<file path="src/include/tpg_defs.vh">
/*
  Constants for the timer/pulse generator: register byte offsets, control
  field positions, reset values, prescaler codes and period widths.
  Assumes it is included by bare name from the core module.
*/
`ifndef TPG_DEFS_VH
`define TPG_DEFS_VH

// register byte offsets on the AXI4-Lite slave
`define TPG_OFF_CTRL 4'h0
`define TPG_OFF_MODULO_LOW 4'h4
`define TPG_OFF_MODULO_HIGH 4'h8
`define TPG_OFF_STAT 4'hC

// control register field positions
`define TPG_BIT_MODE 0
`define TPG_BIT_RUN 1
`define TPG_BIT_RELOAD 3
`define TPG_BIT_STATIC 4
`define TPG_BIT_PSEL 5
`define TPG_BIT_DRIVE 7
`define TPG_CTRL_WMASK 8'hBB

// status register field positions
`define TPG_BIT_IRQ 0
`define TPG_BIT_TFF 1

// reset values
`define TPG_CTRL_RST 8'h00
`define TPG_MOD_RST 8'h00

// one-hot prescaler codes in modulo_low bits 6..2 and divisor minus one
`define TPG_PSC_256 5'h01
`define TPG_PSC_128 5'h02
`define TPG_PSC_64 5'h04
`define TPG_PSC_32 5'h08
`define TPG_PSC_16 5'h10
`define TPG_DIV_256 8'hFF
`define TPG_DIV_128 8'h7F
`define TPG_DIV_64 8'h3F
`define TPG_DIV_32 8'h1F
`define TPG_DIV_16 8'h0F

// pwm periods: basic 2^10 clocks, secondary 2^15 clocks (32 basic)
`define TPG_BASIC_BITS 10
`define TPG_SEC_BITS 5

// axi responses
`define TPG_RESP_OKAY 2'b00
`define TPG_RESP_SLVERR 2'b10

`endif

</file>
<file path="src/core/tpg_core.v">
/*
  Timer/pulse generator with an AXI4-Lite register slave. Timer mode runs
  a prescaled 8-bit interval timer and toggles a square wave; PWM mode
  makes an active-low 14-bit pulse from a double-buffered modulo latch.
  Assumes one clock aclk (25 MHz), synchronous active-low aresetn, and a
  testbench that resolves the pin from pin_out and pin_oe_n.
*/
// Local design decisions: the AXI4-Lite slave port and the register addresses.
// How it works
// - control bit 0 high picks timer mode, low picks pwm mode.
// - timer takes prescaler from modulo_low and count N from modulo_high.
// - timer counts only while run enable is one.
// - one-hot modulo_low bits 6..2 pick 256..16; interval divisor*(N+1).
// - square wave toggles once per interval.
// - pin carries waveform only when pulse select and drive are one.
// - stopping the timer sets the toggle flop, possibly the flag.
// - pwm mode raises the flag every 2^15 clocks.
// - pwm output is active low, low time set by 14-bit latch.
// - pwm uses 2^10 basic period inside a 2^15 secondary period.
// - latch holds modulo_high above modulo_low bits 7..2.
// - all 14 latch bits copy at once while reload is enabled.
// - low two bits of modulo_low read back as don't-care.
// - latch changes inside a basic period do not alter its pulse.
// - pulse select zero with drive one puts static level on pin.
// - reset clears control: disabled, pwm mode, pin undriven.
// - drive enable zero leaves the pin in high impedance.
`timescale 1ns/1ns
`include "tpg_defs.vh"

module tpg_core #(
  parameter BASIC_BITS = `TPG_BASIC_BITS,
  parameter SEC_BITS = `TPG_SEC_BITS
) (
  input wire aclk,
  input wire aresetn,
  input wire [3:0] s_axi_awaddr,
  input wire s_axi_awvalid,
  output wire s_axi_awready,
  input wire [31:0] s_axi_wdata,
  input wire [3:0] s_axi_wstrb,
  input wire s_axi_wvalid,
  output wire s_axi_wready,
  output reg [1:0] s_axi_bresp,
  output reg s_axi_bvalid,
  input wire s_axi_bready,
  input wire [3:0] s_axi_araddr,
  input wire s_axi_arvalid,
  output wire s_axi_arready,
  output reg [31:0] s_axi_rdata,
  output reg [1:0] s_axi_rresp,
  output reg s_axi_rvalid,
  input wire s_axi_rready,
  output reg pulse_output_pin,
  output reg pulse_output_pin_oe_n,
  output wire pulse_gen_irq_flag
);

  // one counter spans the whole secondary period
  localparam CNT_BITS = BASIC_BITS + SEC_BITS;

  // divisor minus one for a one-hot prescaler code; illegal codes use 256
  function [7:0] psc_div;
    input [4:0] code;
    begin
      case (code)
        `TPG_PSC_256: psc_div = `TPG_DIV_256;
        `TPG_PSC_128: psc_div = `TPG_DIV_128;
        `TPG_PSC_64: psc_div = `TPG_DIV_64;
        `TPG_PSC_32: psc_div = `TPG_DIV_32;
        `TPG_PSC_16: psc_div = `TPG_DIV_16;
        default: psc_div = `TPG_DIV_256;
      endcase
    end
  endfunction

  // registers
  reg [7:0] ctrl_r;
  reg [7:0] modulo_low_r;
  reg [7:0] modulo_high_r;
  reg [13:0] latch_r;
  reg irq_r;
  reg tff_r;
  reg run_d_r;
  reg [7:0] psc_r;
  reg [7:0] tcnt_r;
  reg [CNT_BITS-1:0] pcnt_r;
  // one bit wider than the position so a fully low period still fits
  reg [BASIC_BITS:0] low_r;

  // axi write side holding registers
  reg aw_held_r;
  reg [3:0] aw_addr_r;
  reg w_held_r;
  reg [31:0] w_data_r;
  reg [3:0] w_strb_r;

  wire mode_timer = ctrl_r[`TPG_BIT_MODE];
  wire run = ctrl_r[`TPG_BIT_RUN];
  wire reload_en = ctrl_r[`TPG_BIT_RELOAD];
  wire psel = ctrl_r[`TPG_BIT_PSEL];
  wire drive = ctrl_r[`TPG_BIT_DRIVE];

  // plain register output; routing it to an interrupt is done elsewhere
  assign pulse_gen_irq_flag = irq_r;

  // the write response must drain before another address or data beat
  // is accepted; this keeps one write in flight and needs no skid
  // registers beyond the single held beat per channel
  // address and data are taken independently, one write in flight
  assign s_axi_awready = ~aw_held_r & ~s_axi_bvalid;
  assign s_axi_wready = ~w_held_r & ~s_axi_bvalid;
  assign s_axi_arready = ~s_axi_rvalid;

  wire aw_hs = s_axi_awvalid & s_axi_awready;
  wire w_hs = s_axi_wvalid & s_axi_wready;
  wire aw_ok = aw_held_r | aw_hs;
  wire w_ok = w_held_r | w_hs;
  wire [3:0] wr_addr = aw_held_r ? aw_addr_r : s_axi_awaddr;
  wire [31:0] wr_data = w_held_r ? w_data_r : s_axi_wdata;
  wire [3:0] wr_strb = w_held_r ? w_strb_r : s_axi_wstrb;
  wire wr_do = aw_ok & w_ok & ~s_axi_bvalid;
  wire wr_lane = wr_do & wr_strb[0];
  wire wr_ctrl = wr_lane & (wr_addr == `TPG_OFF_CTRL);
  wire wr_modulo_low = wr_lane & (wr_addr == `TPG_OFF_MODULO_LOW);
  wire wr_modulo_high = wr_lane & (wr_addr == `TPG_OFF_MODULO_HIGH);
  wire wr_stat = wr_lane & (wr_addr == `TPG_OFF_STAT);
  wire wr_mapped = (wr_addr == `TPG_OFF_CTRL) | (wr_addr == `TPG_OFF_MODULO_LOW) |
                   (wr_addr == `TPG_OFF_MODULO_HIGH) | (wr_addr == `TPG_OFF_STAT);

  // write channel capture and response
  always @(posedge aclk) begin
    if (!aresetn) begin
      aw_held_r <= 1'b0;
      aw_addr_r <= 4'h0;
      w_held_r <= 1'b0;
      w_data_r <= 32'h00000000;
      w_strb_r <= 4'h0;
      s_axi_bvalid <= 1'b0;
      s_axi_bresp <= `TPG_RESP_OKAY;
    end else begin
      // both halves present: commit and answer; otherwise park what came
      if (wr_do) begin
        aw_held_r <= 1'b0;
        w_held_r <= 1'b0;
        s_axi_bvalid <= 1'b1;
        s_axi_bresp <= wr_mapped ? `TPG_RESP_OKAY : `TPG_RESP_SLVERR;
      end else begin
        if (aw_hs) begin
          aw_held_r <= 1'b1;
          aw_addr_r <= s_axi_awaddr;
        end
        if (w_hs) begin
          w_held_r <= 1'b1;
          w_data_r <= s_axi_wdata;
          w_strb_r <= s_axi_wstrb;
        end
        if (s_axi_bvalid && s_axi_bready) begin
          s_axi_bvalid <= 1'b0;
        end
      end
    end
  end

  // rdata loads only when an address is taken and then stands untouched
  // until rready, so a slow master never sees it move
  // read channel; address bits 1:0 are ignored (word aligned)
  always @(posedge aclk) begin
    if (!aresetn) begin
      s_axi_rvalid <= 1'b0;
      s_axi_rdata <= 32'h00000000;
      s_axi_rresp <= `TPG_RESP_OKAY;
    end else if (s_axi_arvalid && s_axi_arready) begin
      s_axi_rvalid <= 1'b1;
      s_axi_rresp <= `TPG_RESP_OKAY;
      case (s_axi_araddr & 4'hC)
        `TPG_OFF_CTRL: s_axi_rdata <= {24'h000000, ctrl_r};
        // low two bits read as zero, software must not rely on them
        `TPG_OFF_MODULO_LOW: s_axi_rdata <= {24'h000000, modulo_low_r[7:2], 2'b00};
        `TPG_OFF_MODULO_HIGH: s_axi_rdata <= {24'h000000, modulo_high_r};
        // status: toggle flop above the interval flag
        `TPG_OFF_STAT: s_axi_rdata <= {30'h00000000, tff_r, irq_r};
        default: begin
          s_axi_rdata <= 32'h00000000;
          s_axi_rresp <= `TPG_RESP_SLVERR;
        end
      endcase
    end else if (s_axi_rvalid && s_axi_rready) begin
      s_axi_rvalid <= 1'b0;
    end
  end

  // modulo registers take any byte: illegal prescaler codes and a zero
  // modulo_high are not refused here, software keeps them legal
  // software registers; unused control bits 2 and 6 stay zero
  always @(posedge aclk) begin
    if (!aresetn) begin
      ctrl_r <= `TPG_CTRL_RST;
      modulo_low_r <= `TPG_MOD_RST;
      modulo_high_r <= `TPG_MOD_RST;
    end else begin
      if (wr_ctrl) begin
        ctrl_r <= wr_data[7:0] & `TPG_CTRL_WMASK;
      end
      if (wr_modulo_low) begin
        modulo_low_r <= wr_data[7:0];
      end
      if (wr_modulo_high) begin
        modulo_high_r <= wr_data[7:0];
      end
    end
  end

  // with reload left on (timer mode needs it) the latch trails the
  // registers by one cycle, so a pwm user writing both halves with reload
  // on may see one mixed value for a period; drop reload while writing
  // modulo latch: all 14 bits at once, copied from the registers every cycle reload is on
  always @(posedge aclk) begin
    if (!aresetn) begin
      latch_r <= 14'h0000;
    end else if (reload_en) begin
      latch_r <= {modulo_high_r, modulo_low_r[7:2]};
    end
  end

  // illegal prescaler codes fall back to the slowest divisor rather than
  // stalling the timer; the count compares against the latch, so a new N
  // is picked up without restarting the interval
  // timer mode: prescaler tick, then interval counter 0..N
  wire [7:0] div_m1 = psc_div(modulo_low_r[6:2]);
  wire [7:0] tmr_n = latch_r[13:6];
  wire tmr_run = run & mode_timer;
  wire tick = tmr_run & (psc_r == div_m1);
  wire tmr_wrap = tick & (tcnt_r == tmr_n);
  wire tmr_stop = run_d_r & ~run & mode_timer;

  // the top five counter bits name the basic period inside the secondary
  // period, the low bits the position inside that basic period
  // pwm mode: free counter over one secondary period
  wire pwm_run = run & ~mode_timer;
  wire [BASIC_BITS-1:0] bpos = pcnt_r[BASIC_BITS-1:0];
  wire [SEC_BITS-1:0] bidx = pcnt_r[CNT_BITS-1:BASIC_BITS];
  wire basic_end = pwm_run & (&bpos);
  wire sec_end = pwm_run & (&pcnt_r);
  // index of the period whose width is sampled next; while stopped the
  // counter rests at zero and the first period to run is period 0
  wire [SEC_BITS-1:0] next_idx = pwm_run ?
    bidx + {{(SEC_BITS-1){1'b0}}, 1'b1} : {SEC_BITS{1'b0}};

  // low width of the coming basic period: 4*H, plus 4 in the first
  // lo[5:1] periods, plus 2 in the last period when lo[0] is set, so a
  // secondary period holds 2*latch low clocks in total
  reg [BASIC_BITS+1:0] low_calc;
  always @* begin
    low_calc = {{(BASIC_BITS-8){1'b0}}, latch_r[13:6], 2'b00};
    if (next_idx < latch_r[5:1]) begin
      low_calc = low_calc + {{(BASIC_BITS-1){1'b0}}, 3'h4};
    end
    if (latch_r[0] && (&next_idx)) begin
      low_calc = low_calc + {{(BASIC_BITS-1){1'b0}}, 3'h2};
    end
  end
  wire [BASIC_BITS:0] low_sat = low_calc[BASIC_BITS+1] ?
    {1'b1, {BASIC_BITS{1'b0}}} : low_calc[BASIC_BITS:0];

  // active-low pwm level; high while stopped
  wire pwm_level = ~(pwm_run & ({1'b0, bpos} < low_r));

  // flag set strobe: timer wrap, end of a secondary period, or a stop
  // that forces a low toggle flop high
  wire pulse_gen_irq_set = tmr_wrap | sec_end | (tmr_stop & ~tff_r);
  // software clear: a one written to the status flag bit
  wire irq_clr = wr_stat & wr_data[`TPG_BIT_IRQ];

  // counters, toggle flop and interval flag
  always @(posedge aclk) begin
    if (!aresetn) begin
      psc_r <= 8'h00;
      tcnt_r <= 8'h00;
      pcnt_r <= {CNT_BITS{1'b0}};
      low_r <= {(BASIC_BITS+1){1'b0}};
      tff_r <= 1'b0;
      run_d_r <= 1'b0;
      irq_r <= 1'b0;
    end else begin
      // previous run level, used to spot a timer stop
      run_d_r <= run;
      // prescaler and interval counter, cleared while stopped
      if (!tmr_run) begin
        psc_r <= 8'h00;
        tcnt_r <= 8'h00;
      end else if (tick) begin
        psc_r <= 8'h00;
        tcnt_r <= tmr_wrap ? 8'h00 : tcnt_r + 8'h01;
      end else begin
        psc_r <= psc_r + 8'h01;
      end
      // stop forces the toggle flop high; a rising flop counts as a toggle
      if (tmr_stop) begin
        tff_r <= 1'b1;
      end else if (tmr_wrap) begin
        tff_r <= ~tff_r;
      end
      // pwm counter and low width sampled once per basic period
      if (!pwm_run) begin
        pcnt_r <= {CNT_BITS{1'b0}};
        low_r <= low_sat;
      end else begin
        pcnt_r <= pcnt_r + {{(CNT_BITS-1){1'b0}}, 1'b1};
        if (basic_end) begin
          low_r <= low_sat;
        end
      end
      // the set wins over a software clear in the same cycle, so an
      // event that lands on the clearing write is never lost
      if (pulse_gen_irq_set) begin
        irq_r <= 1'b1;
      end else if (irq_clr) begin
        irq_r <= 1'b0;
      end
    end
  end

  // the level is registered so it never glitches on a control write;
  // with drive off the level still follows, only the enable is withdrawn
  // pin: waveform, static level or high impedance
  always @(posedge aclk) begin
    if (!aresetn) begin
      pulse_output_pin <= 1'b0;
      pulse_output_pin_oe_n <= 1'b1;
    end else begin
      pulse_output_pin_oe_n <= ~drive;
      if (psel) begin
        pulse_output_pin <= mode_timer ? tff_r : pwm_level;
      end else begin
        pulse_output_pin <= ctrl_r[`TPG_BIT_STATIC];
      end
    end
  end

endmodule // tpg_core

</file>
<file path="config.mk">
export PLATFORM = sky130hd
export DESIGN_NAME = tpg_core
export DESIGN_NICKNAME = d
export VERILOG_FILES = /design/src/core/tpg_core.v
export VERILOG_INCLUDE_DIRS = /design/src /design/src/include
export SDC_FILE = /design/constraint.sdc
export NUM_CORES = 1
export LEC_CHECK = 0
export ABC_AREA = 1
export BUFFER_PORTS_ARGS = -buffer_cell sky130_fd_sc_hd__buf_2
export CAP_MARGIN = 20
export CORE_AREA = 8 8 159 161
export DETAILED_ROUTE_END_ITERATION = 8
export DIE_AREA = 0 0 167 169
export GPL_TIMING_DRIVEN = 0
export SLEW_MARGIN = 20
export SYNTH_ARGS = -nofsm -noshare
export SYNTH_HDL_FRONTEND = slang
export SYNTH_SLANG_ARGS = --single-unit
</file>
<file path="constraint.sdc">
create_clock -name aclk -period 5.4 [get_ports aclk]
set_input_delay 1.35 -clock aclk [delete_from_list [all_inputs] [get_ports aclk]]
set_output_delay 1.35 -clock aclk [all_outputs]
set_load 0.02 [all_outputs]
</file>
---- Yosys cells after proc, flatten, opt, wreduce, memory -nomap -nowiden ----
Index checks and enable logic that the tools add are counted.
word-level totals
  latch bits .............................. 0
  memories kept ........................... 0
  output and inout bits ................... 44
  bits of input ports ..................... 51
  memory bits (writable) .................. 0
  bits in registers ....................... 136
  ROM bits ................................ 0
  logic and storage cells ................. 129
operators by class
  $lt $le $gt $ge ......................... 2
  shift operators ......................... 0
  $mul .................................... 0
  bitwise gates (word level) .............. 41
  $add $sub $neg .......................... 6
  equal/unequal tests ..................... 13
  mux-type cells .......................... 24
  reduce and logical (&&, ||, !) cells .... 20
  div/mod/pow operators ................... 0
operators by type and width
  cell                   number
  $pmux 8 s4             2
  $mux 11                4
  $and 1x1->1            22
  $add 8x1->8 const B    2
  $eq 8x8->1             2
  $mux 8                 2
  $add 15x1->15 const B  1
  $reduce_and 15->1      1
  $add 12x2->12 const B  1
  $mux 12                1
  $not 1->1              12
  $add 10x3->11 const B  1
  $lt 10x11->1           1
  $mux 1                 11
  $reduce_and 10->1      1
  $eq 4x4->1 const B     2
  $logic_not 4->1        2
  $reduce_and 2->1       4
  $reduce_bool 2->1      4
  $or 1x1->1             7
  $add 5x1->5 const B    1
  $eq 5x2->1 const B     1
  $eq 5x3->1 const B     1
  $eq 5x4->1 const B     1
  other kinds (14)       19

---- Longest topological paths before layout ----
  word-level depth ........................ 11
  mapped depth ............................ 17
  mapped depth without buffers ............ 17

---- Worst setup path after synthesis ----
No wires, ideal clock.
  kind .................................... input to register
  start ................................... input port s_axi_wvalid
  end ..................................... register modulo_high_r[6]
  slack ................................... 2.882 ns
  data required time ...................... 5.283 ns
  path buffers ............................ 1
  setup time .............................. 0.117 ns
  cell stages on the path ................. 9
  data arrival time ....................... 2.401 ns
  cell sequence ........................... nor3b_2 -> nor2_2 -> nor3_4 -> nand2_4 -> nor2_4 -> nand2_2 -> buf_6 -> o21ai_1 -> a21oi_1
between the ends
  word-level cells in the longest chain between the ends .. 6
RTL lines
  element                    RTL line        RTL
  start: declaration         tpg_core.v:41   input wire s_axi_wvalid,
  $and 1x1->1                tpg_core.v:115  wire w_hs = s_axi_wvalid & s_axi_wready;
  $or 1x1->1                 tpg_core.v:117  wire w_ok = w_held_r | w_hs;
  $and 1x1->1 (2 in series)  tpg_core.v:121  wire wr_do = aw_ok & w_ok & ~s_axi_bvalid;
  $and 1x1->1                tpg_core.v:122  wire wr_lane = wr_do & wr_strb[0];
  $and 1x1->1                tpg_core.v:125  wire wr_modulo_high = wr_lane & (wr_addr == `TPG_OFF_MODULO_HIGH);
  end signal: assignment     tpg_core.v:199  modulo_high_r <= `TPG_MOD_RST;
  end signal: assignment     tpg_core.v:208  modulo_high_r <= wr_data[7:0];
  end: declaration           tpg_core.v:79   reg [7:0] modulo_high_r;
Every way passes these cells.
A chain may end at the register's enable or synchronous reset.

---- Final worst setup path ----
  start ................................... register w_held_r
  end ..................................... output port s_axi_wready
between the ends
  word-level cells in the longest chain between the ends .. 2
RTL lines
  element                   RTL line        RTL
  start: declaration        tpg_core.v:93   reg w_held_r;
  start signal: assignment  tpg_core.v:135  w_held_r <= 1'b0;
  start signal: assignment  tpg_core.v:144  w_held_r <= 1'b0;
  start signal: assignment  tpg_core.v:153  w_held_r <= 1'b1;
  $not 1->1                 tpg_core.v:111  assign s_axi_wready = ~w_held_r & ~s_axi_bvalid;
  $and 1x1->1               tpg_core.v:111
  end: declaration          tpg_core.v:42   output wire s_axi_wready,
Every way passes these cells.

==> metrics <==
outcome finished, final reports clean; post-CTS sizing 0; Post-synth EDFFs 0; setup bufs post-CTS 0; crit-path cells clkbuf_8 -> buf_4 -> nor2_1 -> buf_2; CORE AREA 22,910 um2; Worst Max-Slew Pin Slew roughly 0.64 ns; Port Buf Inserts 39; Worst-Skew Late Latency ~0.36 ns; DR vias approximately 4,900; Multi-input gate area around 2800 um2; PD cells 275.6 nW/um2; DRT Pass-1 Iters 5; final cell count without fillers around 1,100; Die X 167 um; slowest stage delay, CP between 0.4 and 0.5 ns; post-synthesis cell type count 47; DIE HEIGHT roughly 170 um; CTS Root Cell clkbuf_16; worst hold-check path type reg -> reg; Worst Path Buf+Inv 3; Peak VDD IR around 160 uV; CP endpoint kind output port; maximum clock rate between 0.3 and 0.4 GHz; CTS max path bufs 2; dpl hpwl about 11,000 um; CP max stage cell dfxtp_1; Top Family by Delay on Critical Path buffers and inverters; leakage power between 2 and 3 nW; number of hold buffers added after cts 0; initial antenna violation count 1; Mapped Area roughly 5600 um2; Comb power frac between 10 and 15%; RSZ-0062 raised after global routing false; overall routing resource usage under 10%; crit share post-route 49.60%; Power Internal about 1.3 mW; Hold Slack between 0.4 and 0.5 ns; CTS tree done; Max FO, Critical Path 10; I/O Pins 95; share of async-settable or async-resettable flops after synthesis 0%; CTS sink count between 100 and 150; H-tree depth 3; Net count, final around 900; Area growth syn-to-layout 17.33%; # rows between 50 and 60; cts bufs inserted 9; CP Class reg -> out; Final Hold Fails 0; largest net degree at the start of global routing 18; setup_tns 0 ns; Mapped Cells ~760; Die Area 28,220 um2; Max-Cap Viols 0; share of total power in sequential cells between 40% and 50%; first-pass GRT wire length approximately 23,000 um; Initial Util 24.38%; Req. time, crit path a little over 4 ns; switching part of the total 27.48%; Routed WL per cell about 12 um; DRT iter0 DRCs between 300 and 400; Seq/Total Area, Yosys 38.34%; Routed Antenna Nets 0; total grt overflow 0; vias per cell 4.384; fin. max-slew vios 0; Post-route DRC 0; critical path arrival 1.33 ns; Worst setup SP type register; Seq cells post-synth 107; detailed-route wire length 13,920 um; clk_skew about 0.012 ns; YS warnings 0; # diodes 0; dpl cells roughly 1,100; Placer Congestion around 0.84; switching power 0.4964 mW; Syn Area/Cell 7.399 um2; CTS clk-pin slew, worst paths roughly 0.070 ns; Slew headroom 57.60%; Final Critical Period between 2 and 3 ns; Clk pwr share around two fifths; Post-synth top flop dfxtp_1; final setup violating endpoints 0; fill cell count approximately 2,500; vias in the first global route between 4,000 and 5,000; FF/Latch Area 2142 um2; share of cells above drive strength 1 between 10% and 20%
[logic make-up (layout without fill, tap and decap cells)]
kind of cell,Yosys count,in the layout,share of synthesized area [%]
compound gates,186,186,18.19
xor+xnor,20,20,3.136
fa+ha+maj,17,17,3.807
buf+inv,166,221,13.86
flops,107,107,38.34
other cells,1,26,0.06712
simple gates,258,258,22.60
[per-stage QoR]
step / setup slack (ns) / utilization (%) / cell area (um2) / total power [mW]
floorplan: 2.882 / - / 5680 / 1.040
detailed placement: 2.604 / 27.23 / 6238 / 1.106
CTS: 2.702 / 28.61 / 6555 / 1.820
finish: 2.721 / 28.61 / 6555 / 1.806
global placement: 2.606 / 27.23 / 6238 / 1.104
global route: 2.610 / 28.61 / 6555 / 1.888
[layer usage]
| layer | up-vias | routed length, um | track usage, % | part of all wire (%) |
|---|---|---|---|---|
| li1 | 2581 | - | - | - |
| met1 | 2235 | 6463 | 12.13 | 46 |
| met2 | 102 | 6579 | 17.22 | 47 |
| met3 | 12 | 770 | 3.145 | 5.5 |
| met4 | 2 | 95 | 1.723 | 0.68 |
| met5 | - | 10 | 0 | 0.072 |
[layout by cell type, fill, tap and decap left out, types with 2 or more instances in the layout]
cell type	n
a21oi_1	81
buf_4	28
inv_1	115
o21ai_1	12
nor3_1	11
o21a_1	2
o21ai_0	64
dfxtp_1	107
o221ai_1	5
ha_1	17
buf_6	4
xor2_1	9
nor2_4	3
xnor2_1	11
o211ai_1	13
a31oi_1	4
clkinv_2	3
conb_1	26
nor3b_1	2
nand3_2	4
buf_2	41
inv_2	3
nand4_1	10
nand2_1	104
clkbuf_1	10
nand3_1	41
nand2_4	5
clkbuf_16	9
nor2_1	57
bufinv_16	2
nor3b_2	2
nor2_2	7
nand2_2	4
[final cells by class]
| class | instances | share of cell area [%] |
|---|---|---|
| Buffer | 47 | 4.963 |
| Multi-Input combinational cell | 507 | 42.16 |
| Clock inverter | 7 | 1.393 |
| Sequential cell | 107 | 32.68 |
| Clock buffer | 9 | 3.436 |
| Timing Repair Buffer | 39 | 2.978 |
| Tap cell | 290 | 5.535 |
| Inverter | 119 | 6.852 |
[worst paths after layout]
check / from / end / slack [ns] / depth (start not counted)
min reg2reg: ctrl_r[7] / pulse_output_pin_oe_n / 0.41 / 1
min: ctrl_r[7] / pulse_output_pin_oe_n / 0.41 / 1
max reg2reg: pcnt_r[10] / low_r[2] / 2.87 / 15
max: w_held_r / s_axi_wready / 2.72 / 4
[registers in the layout, summed over array words and instances (netlist names), 8 cells and up]
register       flops
low_r             10
latch_r           14
w_data_r           8
pcnt_r            15
psc_r              8
tcnt_r             8
s_axi_rdata        8
modulo_high_r      8
[power groups by stage]
| stage | Clock [mW] | Combinational (mW) | Sequential, mW |
|---|---|---|---|
| 6_report | 0.719 | 0.249 | 0.839 |
| 5_1_grt | 0.767 | 0.278 | 0.843 |
| 4_1_cts | 0.731 | 0.250 | 0.839 |
| 3_5_place_dp | 0 | 0.249 | 0.857 |
| 3_3_place_gp | 0 | 0.247 | 0.857 |
| 2_1_floorplan | 0 | 0.179 | 0.861 |
[cell usage after synthesis (7+ instances only)]
cell type | count | share of area (%)
a21oi_1 | 81 | 7.3
buf_4 | 28 | 3.8
clkbuf_1 | 10 | 0.67
dfxtp_1 | 107 | 38
ha_1 | 17 | 3.8
inv_1 | 115 | 7.7
nand2_1 | 104 | 7.0
nand3_1 | 41 | 3.7
nand4_1 | 10 | 1.1
nor2_1 | 57 | 3.8
nor2_2 | 7 | 0.78
nor3_1 | 11 | 0.99
o211ai_1 | 13 | 1.7
o21ai_0 | 64 | 5.7
o21ai_1 | 12 | 1.1
xnor2_1 | 11 | 1.7
xor2_1 | 9 | 1.4
No activity file was read; power rests on OpenSTA's default activity.
